--- config.mk ---
export PLATFORM = sky130hd
export DESIGN_NAME = lpm_monitor
export DESIGN_NICKNAME = d
export VERILOG_FILES = /design/src/inc/lpm_pkg.sv /design/src/rtl/lpm_trip_timer.sv /design/src/rtl/lpm_monitor.sv
export SDC_FILE = /design/constraint.sdc
export NUM_CORES = 1
export LEC_CHECK = 0
export BUFFER_PORTS_ARGS = -buffer_cell sky130_fd_sc_hd__buf_2
export CAP_MARGIN = 20
export CORE_AREA = 3 3 208 149
export DETAILED_ROUTE_END_ITERATION = 10
export DIE_AREA = 0 0 211 152
export PLACE_DENSITY = 0.77
export SYNTH_ARGS = -nofsm -noshare
export SYNTH_HDL_FRONTEND = slang
export SYNTH_SLANG_ARGS = --single-unit
--- constraint.sdc ---
create_clock -name core_clk_in -period 2.8 [get_ports core_clk_in]
set_clock_uncertainty 0.15 [all_clocks]
set_input_delay 0.28 -clock core_clk_in [delete_from_list [all_inputs] [get_ports core_clk_in]]
set_output_delay 0.28 -clock core_clk_in [all_outputs]
set_load 0.01 [all_outputs]
--- src/inc/lpm_pkg.sv ---
`default_nettype none
package lpm_pkg;
   // Widths of measurements, settings and the register bus
   localparam int MEAS_W = 16;
   localparam int DLY_W  = 16;
   localparam int ADDR_W = 8;
   localparam int DATA_W = 32;

   // Register byte offsets
   localparam logic [ADDR_W-1:0] OFS_CTRL    = 8'h00;
   localparam logic [ADDR_W-1:0] OFS_CMD     = 8'h04;
   localparam logic [ADDR_W-1:0] OFS_OC_LIM  = 8'h08;
   localparam logic [ADDR_W-1:0] OFS_OC_DLY  = 8'h0C;
   localparam logic [ADDR_W-1:0] OFS_OP_LIM  = 8'h10;
   localparam logic [ADDR_W-1:0] OFS_OP_DLY  = 8'h14;
   localparam logic [ADDR_W-1:0] OFS_UV_LIM  = 8'h18;
   localparam logic [ADDR_W-1:0] OFS_UV_DLY  = 8'h1C;
   localparam logic [ADDR_W-1:0] OFS_UV_WARM = 8'h20;
   localparam logic [ADDR_W-1:0] OFS_STAT    = 8'h24;

   // Control register bit positions
   localparam int CTRL_OC_EN   = 0;
   localparam int CTRL_OP_EN   = 1;
   localparam int CTRL_UV_EN   = 2;
   localparam int CTRL_BEEP_EN = 3;
   localparam int CTRL_W       = 4;

   // Command register bit positions (write one to act)
   localparam int CMD_CLEAR = 0;
   localparam int CMD_ON    = 1;
   localparam int CMD_OFF   = 2;

   // Status register bit positions
   localparam int STAT_PROT      = 0;
   localparam int STAT_ON        = 1;
   localparam int STAT_WARM_DONE = 2;
   localparam int STAT_CAUSE_LSB = 4;

   // Reset values
   localparam logic [CTRL_W-1:0] CTRL_RST  = 4'h8;
   localparam logic [MEAS_W-1:0] HI_LIM_RST = 16'hFFFF;
   localparam logic [MEAS_W-1:0] UV_LIM_RST = 16'h0000;
   localparam logic [DLY_W-1:0]  DLY_RST    = 16'h0000;

   // Timing: delays and warm-up count in ticks of TICK_US
   localparam int CLK_PERIOD_NS = 10;
   localparam int TICK_US       = 1;
   localparam int TICK_CYC      = TICK_US * 1000 / CLK_PERIOD_NS;
   localparam int BEEP_MS       = 100;
   localparam int BEEP_CYC      = BEEP_MS * 1000000 / CLK_PERIOD_NS;

   typedef enum logic [1:0] {
      ST_OFF  = 2'b00,
      ST_ON   = 2'b01,
      ST_PROT = 2'b10
   } lpm_state_type;

   typedef enum logic [1:0] {
      CAUSE_NONE = 2'b00,
      CAUSE_OC   = 2'b01,
      CAUSE_OP   = 2'b10,
      CAUSE_UV   = 2'b11
   } lpm_cause_type;

   typedef struct packed {
      logic [MEAS_W-1:0] volt;
      logic [MEAS_W-1:0] curr;
      logic [MEAS_W-1:0] pow;
   } lpm_meas_type;

   typedef struct packed {
      logic esc;
      logic enter;
      logic input_key;
   } lpm_keys_type;

   typedef struct packed {
      logic              active;
      logic [MEAS_W-1:0] line1_volt;
      logic [MEAS_W-1:0] line1_curr;
      lpm_cause_type     line2_cause;
   } lpm_disp_type;
endpackage
`default_nettype wire

--- src/rtl/lpm_trip_timer.sv ---
`timescale 1ns/1ps
`default_nettype none
module lpm_trip_timer #(
   parameter int DLY_W = 16
) (
   input  wire logic             core_clk_in,
   input  wire logic             rstn_in,
   input  wire logic             enable_in,
   input  wire logic             violate_in,
   input  wire logic             tick_in,
   input  wire logic [DLY_W-1:0] delay_in,
   output logic                  trip_out
);
   import lpm_pkg::*;

   typedef struct packed {
      logic [DLY_W-1:0] cnt;
      logic             arm;
      logic             trip;
   } lpm_tmr_state_type;

   lpm_tmr_state_type tmr_reg;
   lpm_tmr_state_type tmr_next;

   // Count violation ticks; trip only once the full delay has passed
   always_comb begin
      tmr_next = tmr_reg;
      if (!(enable_in && violate_in)) begin
         tmr_next = '0;
      end else if (tmr_reg.arm && tmr_reg.cnt >= delay_in) begin
         tmr_next.trip = 1'b1;
      end else if (tick_in) begin
         // The first tick after onset is partial, so it only arms the count
         tmr_next.arm = 1'b1;
         if (tmr_reg.arm) begin
            tmr_next.cnt = tmr_reg.cnt + 1'b1;
         end
      end
   end

   // State register
   always_ff @(posedge core_clk_in or negedge rstn_in) begin
      if (!rstn_in) begin
         tmr_reg <= '0;
      end else begin
         tmr_reg <= tmr_next;
      end
   end

   assign trip_out = tmr_reg.trip;
endmodule
`default_nettype wire

--- src/rtl/lpm_monitor.sv ---
`timescale 1ns/1ps
`default_nettype none
module lpm_monitor #(
   parameter int BEEP_CYCLES = lpm_pkg::BEEP_CYC
) (
   input  wire logic                        core_clk_in,
   input  wire logic                        rstn_in,
   input  wire logic [lpm_pkg::ADDR_W-1:0]  addr_in,
   input  wire logic [lpm_pkg::DATA_W-1:0]  wdata_in,
   input  wire logic                        wr_in,
   input  wire logic                        rd_in,
   output logic      [lpm_pkg::DATA_W-1:0]  rdata_out,
   input  wire lpm_pkg::lpm_meas_type       meas_in,
   input  wire lpm_pkg::lpm_keys_type       keys_in,
   input  wire logic                        rear_clear_in,
   output logic                             load_on_out,
   output logic                             prot_led_out,
   output logic                             off_led_out,
   output logic                             buzzer_out,
   output lpm_pkg::lpm_disp_type            front_display_out
);
   import lpm_pkg::*;

   localparam int TICK_W = $clog2(TICK_CYC + 1);
   localparam int BEEP_W = $clog2(BEEP_CYCLES + 1);
   localparam logic [TICK_W-1:0] TICK_LAST = TICK_W'(TICK_CYC - 1);
   localparam logic [BEEP_W-1:0] BEEP_LOAD = BEEP_W'(BEEP_CYCLES);

   typedef struct packed {
      lpm_state_type     st;
      logic [CTRL_W-1:0] ctrl;
      logic [MEAS_W-1:0] oc_lim;
      logic [MEAS_W-1:0] op_lim;
      logic [MEAS_W-1:0] uv_lim;
      logic [DLY_W-1:0]  oc_dly;
      logic [DLY_W-1:0]  op_dly;
      logic [DLY_W-1:0]  uv_dly;
      logic [DLY_W-1:0]  uv_warm;
      logic [DLY_W-1:0]  warm_cnt;
      logic              warm_done;
      logic              warm_arm;
      logic [TICK_W-1:0] tick_cnt;
      logic              tick;
      logic [2:0]        cause;
      logic [BEEP_W-1:0] beep_cnt;
      logic              buzz;
      logic              rear_prev;
      logic              load_on;
      logic              prot_led;
      logic              off_led;
      logic [DATA_W-1:0] rdata;
      lpm_disp_type      disp;
   } lpm_mon_state_type;

   lpm_mon_state_type mon_reg;
   lpm_mon_state_type mon_next;
   logic [2:0]        trips;
   logic [2:0]        viol;
   logic [2:0]        chk_en;

   // Limit comparisons against the live meter values
   // current above limit
   assign viol[0] = meas_in.curr > mon_reg.oc_lim;
   assign viol[1] = meas_in.pow > mon_reg.op_lim;
   assign viol[2] = meas_in.volt < mon_reg.uv_lim;

   // Checks only run while the input conducts; a check that is off restarts its counter
   // overcurrent enable
   assign chk_en[0] = mon_reg.ctrl[CTRL_OC_EN] && (mon_reg.st == ST_ON);
   assign chk_en[1] = mon_reg.ctrl[CTRL_OP_EN] && (mon_reg.st == ST_ON);
   assign chk_en[2] = mon_reg.ctrl[CTRL_UV_EN] && (mon_reg.st == ST_ON) && mon_reg.warm_done;

   // One delay timer per check
   lpm_trip_timer #(.DLY_W(DLY_W)) u_oc_timer (
      .core_clk_in (core_clk_in),
      .rstn_in     (rstn_in),
      .enable_in   (chk_en[0]),
      .violate_in  (viol[0]),
      .tick_in     (mon_reg.tick),
      .delay_in    (mon_reg.oc_dly),
      .trip_out    (trips[0])
   );

   lpm_trip_timer #(.DLY_W(DLY_W)) u_op_timer (
      .core_clk_in (core_clk_in),
      .rstn_in     (rstn_in),
      .enable_in   (chk_en[1]),
      .violate_in  (viol[1]),
      .tick_in     (mon_reg.tick),
      .delay_in    (mon_reg.op_dly),
      .trip_out    (trips[1])
   );

   lpm_trip_timer #(.DLY_W(DLY_W)) u_uv_timer (
      .core_clk_in (core_clk_in),
      .rstn_in     (rstn_in),
      .enable_in   (chk_en[2]),
      .violate_in  (viol[2]),
      .tick_in     (mon_reg.tick),
      .delay_in    (mon_reg.uv_dly),
      .trip_out    (trips[2])
   );

   // Next-state logic for the whole block
   always_comb begin
      logic clr_req;
      logic on_req;
      logic off_req;
      logic host_clr;
      logic host_on;
      logic host_off;
      mon_next = mon_reg;
      host_clr = 1'b0;
      host_on  = 1'b0;
      host_off = 1'b0;
      clr_req  = 1'b0;
      on_req   = 1'b0;
      off_req  = 1'b0;
      mon_next.rdata = '0;

      // Shared timebase tick for delays and warm-up
      mon_next.tick = (mon_reg.tick_cnt == TICK_LAST);
      if (mon_reg.tick_cnt == TICK_LAST) begin
         mon_next.tick_cnt = '0;
      end else begin
         mon_next.tick_cnt = mon_reg.tick_cnt + 1'b1;
      end

      // Register writes
      if (wr_in) begin
         if (addr_in == OFS_CTRL) begin
            mon_next.ctrl = wdata_in[CTRL_W-1:0];
         end else if (addr_in == OFS_CMD) begin
            host_clr = wdata_in[CMD_CLEAR];
            host_on  = wdata_in[CMD_ON];
            host_off = wdata_in[CMD_OFF];
         end else if (addr_in == OFS_OC_LIM) begin
            mon_next.oc_lim = wdata_in[MEAS_W-1:0];
         end else if (addr_in == OFS_OC_DLY) begin
            mon_next.oc_dly = wdata_in[DLY_W-1:0];
         end else if (addr_in == OFS_OP_LIM) begin
            mon_next.op_lim = wdata_in[MEAS_W-1:0];
         end else if (addr_in == OFS_OP_DLY) begin
            mon_next.op_dly = wdata_in[DLY_W-1:0];
         end else if (addr_in == OFS_UV_LIM) begin
            mon_next.uv_lim = wdata_in[MEAS_W-1:0];
         end else if (addr_in == OFS_UV_DLY) begin
            mon_next.uv_dly = wdata_in[DLY_W-1:0];
         end else if (addr_in == OFS_UV_WARM) begin
            mon_next.uv_warm = wdata_in[DLY_W-1:0];
         end
      end

      // Register reads, data valid the following cycle; unmapped reads give zero
      if (rd_in) begin
         if (addr_in == OFS_CTRL) begin
            mon_next.rdata = DATA_W'(mon_reg.ctrl);
         end else if (addr_in == OFS_OC_LIM) begin
            mon_next.rdata = DATA_W'(mon_reg.oc_lim);
         end else if (addr_in == OFS_OC_DLY) begin
            mon_next.rdata = DATA_W'(mon_reg.oc_dly);
         end else if (addr_in == OFS_OP_LIM) begin
            mon_next.rdata = DATA_W'(mon_reg.op_lim);
         end else if (addr_in == OFS_OP_DLY) begin
            mon_next.rdata = DATA_W'(mon_reg.op_dly);
         end else if (addr_in == OFS_UV_LIM) begin
            mon_next.rdata = DATA_W'(mon_reg.uv_lim);
         end else if (addr_in == OFS_UV_DLY) begin
            mon_next.rdata = DATA_W'(mon_reg.uv_dly);
         end else if (addr_in == OFS_UV_WARM) begin
            mon_next.rdata = DATA_W'(mon_reg.uv_warm);
         end else if (addr_in == OFS_STAT) begin
            mon_next.rdata[STAT_PROT]      = (mon_reg.st == ST_PROT);
            mon_next.rdata[STAT_ON]        = mon_reg.load_on;
            mon_next.rdata[STAT_WARM_DONE] = mon_reg.warm_done;
            mon_next.rdata[STAT_CAUSE_LSB +: 3] = mon_reg.cause;
         end
      end

      // Clear sources: rear pulse edge, escape and enter keys, host command
      mon_next.rear_prev = rear_clear_in;
      clr_req = (rear_clear_in && !mon_reg.rear_prev) || keys_in.esc || keys_in.enter || host_clr;
      // The input key toggles the input; remote on and off are separate commands
      on_req  = host_on || (keys_in.input_key && mon_reg.st == ST_OFF);
      off_req = host_off || (keys_in.input_key && mon_reg.st == ST_ON);

      // Warm-up runs from input on; the undervoltage timer waits for it
      // warm-up count
      if (mon_reg.st == ST_ON && !mon_reg.warm_done) begin
         if (mon_reg.warm_arm && mon_reg.warm_cnt >= mon_reg.uv_warm) begin
            mon_next.warm_done = 1'b1;
         end else if (mon_reg.tick) begin
            // A partial first tick would cut the warm-up short, so it only arms the count
            mon_next.warm_arm = 1'b1;
            if (mon_reg.warm_arm) begin
               mon_next.warm_cnt = mon_reg.warm_cnt + 1'b1;
            end
         end
      end

      // Buzzer pulse countdown
      if (mon_reg.beep_cnt != '0) begin
         mon_next.beep_cnt = mon_reg.beep_cnt - 1'b1;
      end

      // Input state machine
      case (mon_reg.st)
         ST_OFF: begin
            if (on_req) begin
               mon_next.st        = ST_ON;
               mon_next.warm_cnt  = '0;
               mon_next.warm_done = 1'b0;
               mon_next.warm_arm  = 1'b0;
            end
         end
         ST_ON: begin
            if (trips != 3'b000) begin
               mon_next.st    = ST_PROT;
               mon_next.cause = trips;
               if (mon_reg.ctrl[CTRL_BEEP_EN]) begin
                  mon_next.beep_cnt = BEEP_LOAD;
               end
            end else if (off_req) begin
               mon_next.st = ST_OFF;
            end
         end
         ST_PROT: begin
            // latched until clear, then off; a clear in the first cycle of protection, while the entry trip is still held, is ignored
            if (clr_req && trips == 3'b000) begin
               mon_next.st    = ST_OFF;
               mon_next.cause = 3'b000;
            end
         end
         default: begin
            mon_next.st = ST_OFF;
         end
      endcase

      mon_next.load_on  = (mon_next.st == ST_ON);
      mon_next.prot_led = (mon_next.st == ST_PROT);
      mon_next.off_led  = (mon_next.st != ST_ON);
      mon_next.buzz     = (mon_next.beep_cnt != '0);

      mon_next.disp.active     = (mon_next.st == ST_PROT);
      mon_next.disp.line1_volt = meas_in.volt;
      mon_next.disp.line1_curr = meas_in.curr;
      // cause on line two, overcurrent first when several trip together
      if (mon_next.cause[0]) begin
         mon_next.disp.line2_cause = CAUSE_OC;
      end else if (mon_next.cause[1]) begin
         mon_next.disp.line2_cause = CAUSE_OP;
      end else if (mon_next.cause[2]) begin
         mon_next.disp.line2_cause = CAUSE_UV;
      end else begin
         mon_next.disp.line2_cause = CAUSE_NONE;
      end
   end

   // State register with documented reset values
   always_ff @(posedge core_clk_in or negedge rstn_in) begin
      if (!rstn_in) begin
         mon_reg         <= '0;
         mon_reg.st      <= ST_OFF;
         mon_reg.ctrl    <= CTRL_RST;
         mon_reg.oc_lim  <= HI_LIM_RST;
         mon_reg.op_lim  <= HI_LIM_RST;
         mon_reg.uv_lim  <= UV_LIM_RST;
         mon_reg.oc_dly  <= DLY_RST;
         mon_reg.op_dly  <= DLY_RST;
         mon_reg.uv_dly  <= DLY_RST;
         mon_reg.uv_warm <= DLY_RST;
         mon_reg.off_led <= 1'b1;
      end else begin
         mon_reg <= mon_next;
      end
   end

   // Outputs straight from the state register
   assign rdata_out         = mon_reg.rdata;
   assign load_on_out       = mon_reg.load_on;
   assign prot_led_out      = mon_reg.prot_led;
   assign off_led_out       = mon_reg.off_led;
   assign buzzer_out        = mon_reg.buzz;
   assign front_display_out = mon_reg.disp;
endmodule
`default_nettype wire

# Yosys cells after proc, flatten, opt, wreduce, memory -nomap -nowiden

Index checks and enable logic that the tools add are counted.

Output and inout port bits: 71
Word-level logic and storage cells: 187
Register bits after elaboration: 296
Input port bits: 96

Equal/unequal tests: 27
$lt $le $gt $ge: 7
Mux-type cells: 62
Reduce and logical (&&, ||, !) cells: 43
Add/sub/neg operators: 6
Bitwise logic cells: 8

Operators by type and width:

| kind                                                 | number |
|---|---|
| 2-to-1 mux 16 bit                                    | 14 |
| 2-to-1 mux 18 bit                                    | 6 |
| 2-to-1 mux 17 bit                                    | 6 |
| 2-to-1 mux 24 bit                                    | 3 |
| adder 16 x 1 -> 16 bit (second input constant)       | 4 |
| >= comparator 16 bit                                 | 4 |
| nonzero test 24 bit                                  | 2 |
| equality test 8 x 5 -> 1 bit (second input constant) | 4 |
| > comparator 16 bit                                  | 2 |
| 2-to-1 mux 27 bit                                    | 1 |
| subtractor 24 x 1 -> 24 bit (second input constant)  | 1 |
| inequality test 2 bit (second input constant)        | 9 |
| equality test 8 x 4 -> 1 bit (second input constant) | 2 |
| equality test 8 x 6 -> 1 bit (second input constant) | 2 |
| logical AND 1 bit                                    | 16 |
| less-than comparator 16 bit                          | 1 |
| 2-to-1 mux 1 bit                                     | 16 |
| 2-to-1 mux 3 bit                                     | 5 |
| 2-to-1 mux 2 bit                                     | 7 |
| AND reduction 10 bit                                 | 1 |
| 2-to-1 mux 9 bit                                     | 1 |
| AND reduction 3 bit                                  | 3 |
| AND reduction 9 bit                                  | 1 |
| equality test 8 x 3 -> 1 bit (second input constant) | 1 |
| other kinds (21)                                     | 41 |

# Depth between registers and ports, before layout

Depth after elaboration: 11
Mapped depth: 11
Depth with buffers taken out: 9

# By module

From an unflattened synthesis, not the netlist that was laid out.

Cell total of the unflattened synthesis: 1642
Area total of the unflattened synthesis: 16260.6 µm²

Modules (own cells, without submodules):

| module                           | instances | cells each | sequential area each (µm²) | area each (µm²) |
|---|---|---|---|---|
| lpm_monitor                      | 1         | 1137       | 5698.0                     | 11851.4 |
| lpm_trip_timer at u_op_timer ... | 2         | 178        | 450.4                      | 1549.0 |
| lpm_trip_timer at u_oc_timer     | 1         | 149        | 450.4                      | 1311.3 |

# Worst setup path after synthesis

OpenSTA, ideal clock, no wires.

Path kind: reg2reg
Start: reg mon_reg[214] (netlist name)
End: reg u_op_timer.tmr_reg[11] (netlist name)
Setup slack: 0.172 ns
Arrival time: 2.346 ns
Cell stages (with the launch flop): 11
Period minus slack after synthesis: 2.628 ns
Setup time: 0.132 ns
Path buffers: 1
Required time: 2.518 ns
Cell sequence: dfstp_2 > inv_1 > ha_1 > a21o_1 > a21o_1 > a211o_1 > o211ai_1 > a21oi_1 > o21ai_1 > clkbuf_1 > nor2_1

Word-level cells in the longest chain between the ends: 4
Elaborated cells on any way between the ends: 7
Classes of those cells: order compare: 1; eq/ne: 3; mux: 1; reduce/logical: 2

Ends and longest elaborated chain:

| element                                                                                         | RTL line             | text |
|---|---|---|
| start, declared                                                                                 | lpm_monitor.sv:55    | `lpm_mon_state_type mon_reg;` |
| start signal, assigned                                                                          | lpm_monitor.sv:274   | `mon_reg <= mon_next;` |
| > comparator 16 bit (*)                                                                         | lpm_monitor.sv:64    | `assign viol[1] = meas_in.pow > mon_reg.op_lim;` |
| logical AND 1 bit (*)                                                                           | lpm_trip_timer.sv:28 | `if (!(enable_in && violate_in)) begin` |
| inequality test 2 x 1 -> 1 bit (no source line) / inequality test 2 bit (equally long branches) | -                    |  |
| AND reduction 3 bit (no source line)                                                            | -                    |  |
| end signal, assigned                                                                            | lpm_trip_timer.sv:46 | `tmr_reg <= tmr_next;` |
| end, declared                                                                                   | lpm_trip_timer.sv:22 | `lpm_tmr_state_type tmr_reg;` |

Mark *: on every way between the ends. The rest lies on a longest branch, timed or not.
A chain may end at the register's enable or synchronous reset.

# Final worst setup path

Start: reg mon_reg[184] (netlist name)
End: reg u_oc_timer.tmr_reg[6] (netlist name)

Word-level cells in the longest chain between the ends: 4

Ends and longest elaborated chain:

| element                                | RTL line             | text |
|---|---|---|
| >= comparator 16 bit                   | lpm_trip_timer.sv:30 | `end else if (tmr_reg.arm && tmr_reg.cnt >= delay_in) begin` |
| logical AND 1 bit                      | lpm_trip_timer.sv:30 |  |
| inequality test 2 bit (no source line) | -                    |  |
| AND reduction 3 bit (no source line)   | -                    |  |
| end signal, assigned                   | lpm_trip_timer.sv:46 |  |
| end, declared                          | lpm_trip_timer.sv:22 |  |

No other way between the ends.

==> results_dict.tcl <==
set metrics [dict create \
    wire_per_inst_um 20.2 \
    synth_area_sq_um 15700 \
    clockRootBuffer "clkbuf_16" \
    layout.nets 1987 \
    avgViaCountPerCell 5.90 \
    rows 52 \
    grt_pass1_vias 12700 \
    finalHoldViolCount 0 \
    top_layer "met4" \
    status "finished clean" \
    slew_headroom_pct 56.1 \
    hp-class "in -> reg" \
    wirelength_met1_mm 19.7 \
    drc 0 \
    start_util_pct 54.3 \
    async_reset_ff_share_pct 100 \
    clock-sinks 280 \
    p_per_area_nw_per_um2 508 \
    port_buffers 134 \
    slew_viol_final 0 \
    clockPowerShare_pct 43.2 \
    ys_types 77 \
    tightest_slew_ns 0.659 \
    fin_crit_ns 2.77 \
    dr_wl_met2_mm 18.5 \
    wirelength_mm 43.8 \
    worstPathArrival_ns 3.08 \
    finalCritPeriodShare_pct 98.9 \
    area_growth_pct 18.5 \
    ys_ff_latch 280 \
    fmax_mhz 361 \
    path_class "reg -> reg" \
    hold_ws_ns 0.0505 \
    ys_seq_area_share_pct 44.9 \
    avgSynthCellArea_sq_um 10.0 \
    grt_max_degree 80 \
    stdcell_count 2169 \
    cts_buffers 28 \
    leakagePower_nw 8.69 \
    ant_nets 0 \
    setup_viol 0 \
    p_sw_mw 2.38 \
    dp.cells 2060 \
    hold_depth 2 \
    track_usage_pct 27.0 \
    die_w_um 211 \
    fp.dieH_um 152 \
    critPathLaunchType "register" \
    antenna_found_initial 0 \
    clk_latency_ns 0.56 \
    drive_above_1_share_pct 22.5 \
    route.met3.wl_mm 4.56 \
    place.gp.congestion 0.911 \
    grt_pass1_wl_mm 69.5 \
    ir_drop_mv 0.434 \
    p_int_mw 7.08 \
    reg2reg_slack_ns 0.03 \
    n_antenna_cell 0 \
    cp-end-kind "register" \
    cts_tree "built" \
    maxCapViolCount 0 \
    clockBufferDepth 3 \
    overflow 0 \
    die_area_sq_um 32100 \
    crit_fanout 7 \
    total_power_mw 9.47 \
    drt-pass1-iter-count 5 \
    synth_flop_cell "dfrtp_1" \
    crit_required_ns 3.12 \
    dpl.hpwl_mm 32.5 \
    rsz0062_at_grt "yes" \
    yosysWarnings 0 \
    htree_num_levels 1 \
    largest_register_ffs 172 \
    r2r_cells 10 \
    p_seq_share_pct 45.5 \
    drt_first_iter_violations 1175 \
    fin_tns_setup_ns 0 \
    core-area_sq_um 29000 \
    clk_pin_slew_ns 0.07 \
    multi_input_area_sq_um 7670 \
    combPwrFrac_pct 11.3 \
    syn_inst 1570 \
    vias 12800 \
    switching_share_pct 25.2 \
    io_pins 167 \
    nFillCells 2209 \
    synth_edf_count 0 \
    register_area_sq_um 7050 \
]
## stage by stage
stage          area (sq um)  util (%)  worst slack [ns]
3_5_place_dp          16900      58.4           -0.0125
6_report              18600      64.3            0.0313
5_1_grt               18600      64.3           -0.0757
3_3_place_gp          16900      58.4            0.0676
4_1_cts               18400      63.7          -0.00754
2_1_floorplan         15800         -             0.172
## layout by cell type (no fill, tap or decap), types with 13 or more instances in the layout
cell / instances
a211oi_1: 18
a21o_1: 15
a21oi_1: 75
a221oi_1: 15
and2_1: 13
and3_1: 21
buf_2: 133
buf_4: 82
clkbuf_16: 29
conb_1: 16
dfrtp_1: 246
dfstp_2: 34
dlygate4sd3_1: 50
ha_1: 117
inv_1: 135
mux2_1: 30
mux2_2: 57
nand2_1: 116
nand3_1: 39
nand4_1: 25
nor2_1: 101
nor4_1: 14
o21ai_0: 73
o21ai_1: 26
or3_1: 18
or4_1: 21
xnor2_1: 42
## worst max-delay path, cell delays in order (launching register included)
cell       delay (ns)
dfrtp_1          0.37
inv_1            0.08
ha_1             0.37
nand2_1          0.10
nor2_1           0.07
a2111oi_4        0.38
buf_4            0.18
a21oi_2          0.11
and2_4           0.21
or4_1            0.50
a21oi_1          0.17
## cell families after synthesis
family | after synthesis | share of synthesized area, %
compound gates | 337 | 14.0
xor+xnor | 46 | 2.56
fa+ha+maj | 122 | 9.71
buf+inv | 256 | 7.81
flops | 280 | 44.9
mux | 98 | 6.93
other cells | 1 | 0.0239
simple gates | 430 | 14.1
## cell type report
| class | instances | area share [%] |
|---|---|---|
| inverter | 138 | 2.78 |
| sequential | 280 | 37.8 |
| clock buffer | 43 | 4.55 |
| tap | 378 | 2.54 |
| multi-input combinational | 1049 | 41.2 |
| timing repair buffer | 272 | 10.3 |
| clock inverter | 9 | 0.833 |
## power by group through the flow
stage	Combinational (mW)	Clock, mW	Sequential (mW)
2_1_floorplan	0.571	0	4.35
3_3_place_gp	0.950	0	4.37
3_5_place_dp	0.987	0	4.38
4_1_cts	1.05	4.14	4.30
5_1_grt	1.19	4.30	4.32
6_report	1.07	4.09	4.31
## path summary, 6_finish.rpt
path	start	end
hold reg to reg	mon_reg[100]	mon_reg[100]
max in group asynchronous	rstn_in	mon_reg[233]
min in group asynchronous	rstn_in	mon_reg[119]
setup reg to reg	mon_reg[184]	u_oc_timer.tmr_reg[6]
setup / recovery	mon_reg[184]	u_oc_timer.tmr_reg[6]
hold / removal	wdata_in[0]	mon_reg[125]
## cell usage after synthesis, drive strengths merged, types with 40 or more instances
cell type | count | area, sq um
a21oi | 83 | 415
buf | 78 | 558
clkbuf | 40 | 151
dfrtp | 246 | 6160
ha | 122 | 1530
inv | 138 | 518
mux2 | 87 | 980
nand2 | 117 | 442
nand3 | 40 | 213
nor2 | 103 | 389
o21ai | 100 | 500
xnor2 | 42 | 368
## per-layer routing
metal	track usage [%]	vias up
met4	6.28	0
li1	-	5928
met2	39.2	535
met3	7.11	71
met1	40.7	6262
met5	0	-
## timing repair
action | 4_1_cts | 5_1_grt
gates cloned | 0 | 0
pin swaps | 2 | 6
setup endpoints to repair | 4 | 36
hold endpoints to repair | 196 | 0
hold buffers | 50 | 0
buffers inserted | 1 | 6
gates resized for setup | 6 | 30
No activity file was read; power rests on OpenSTA's default activity.
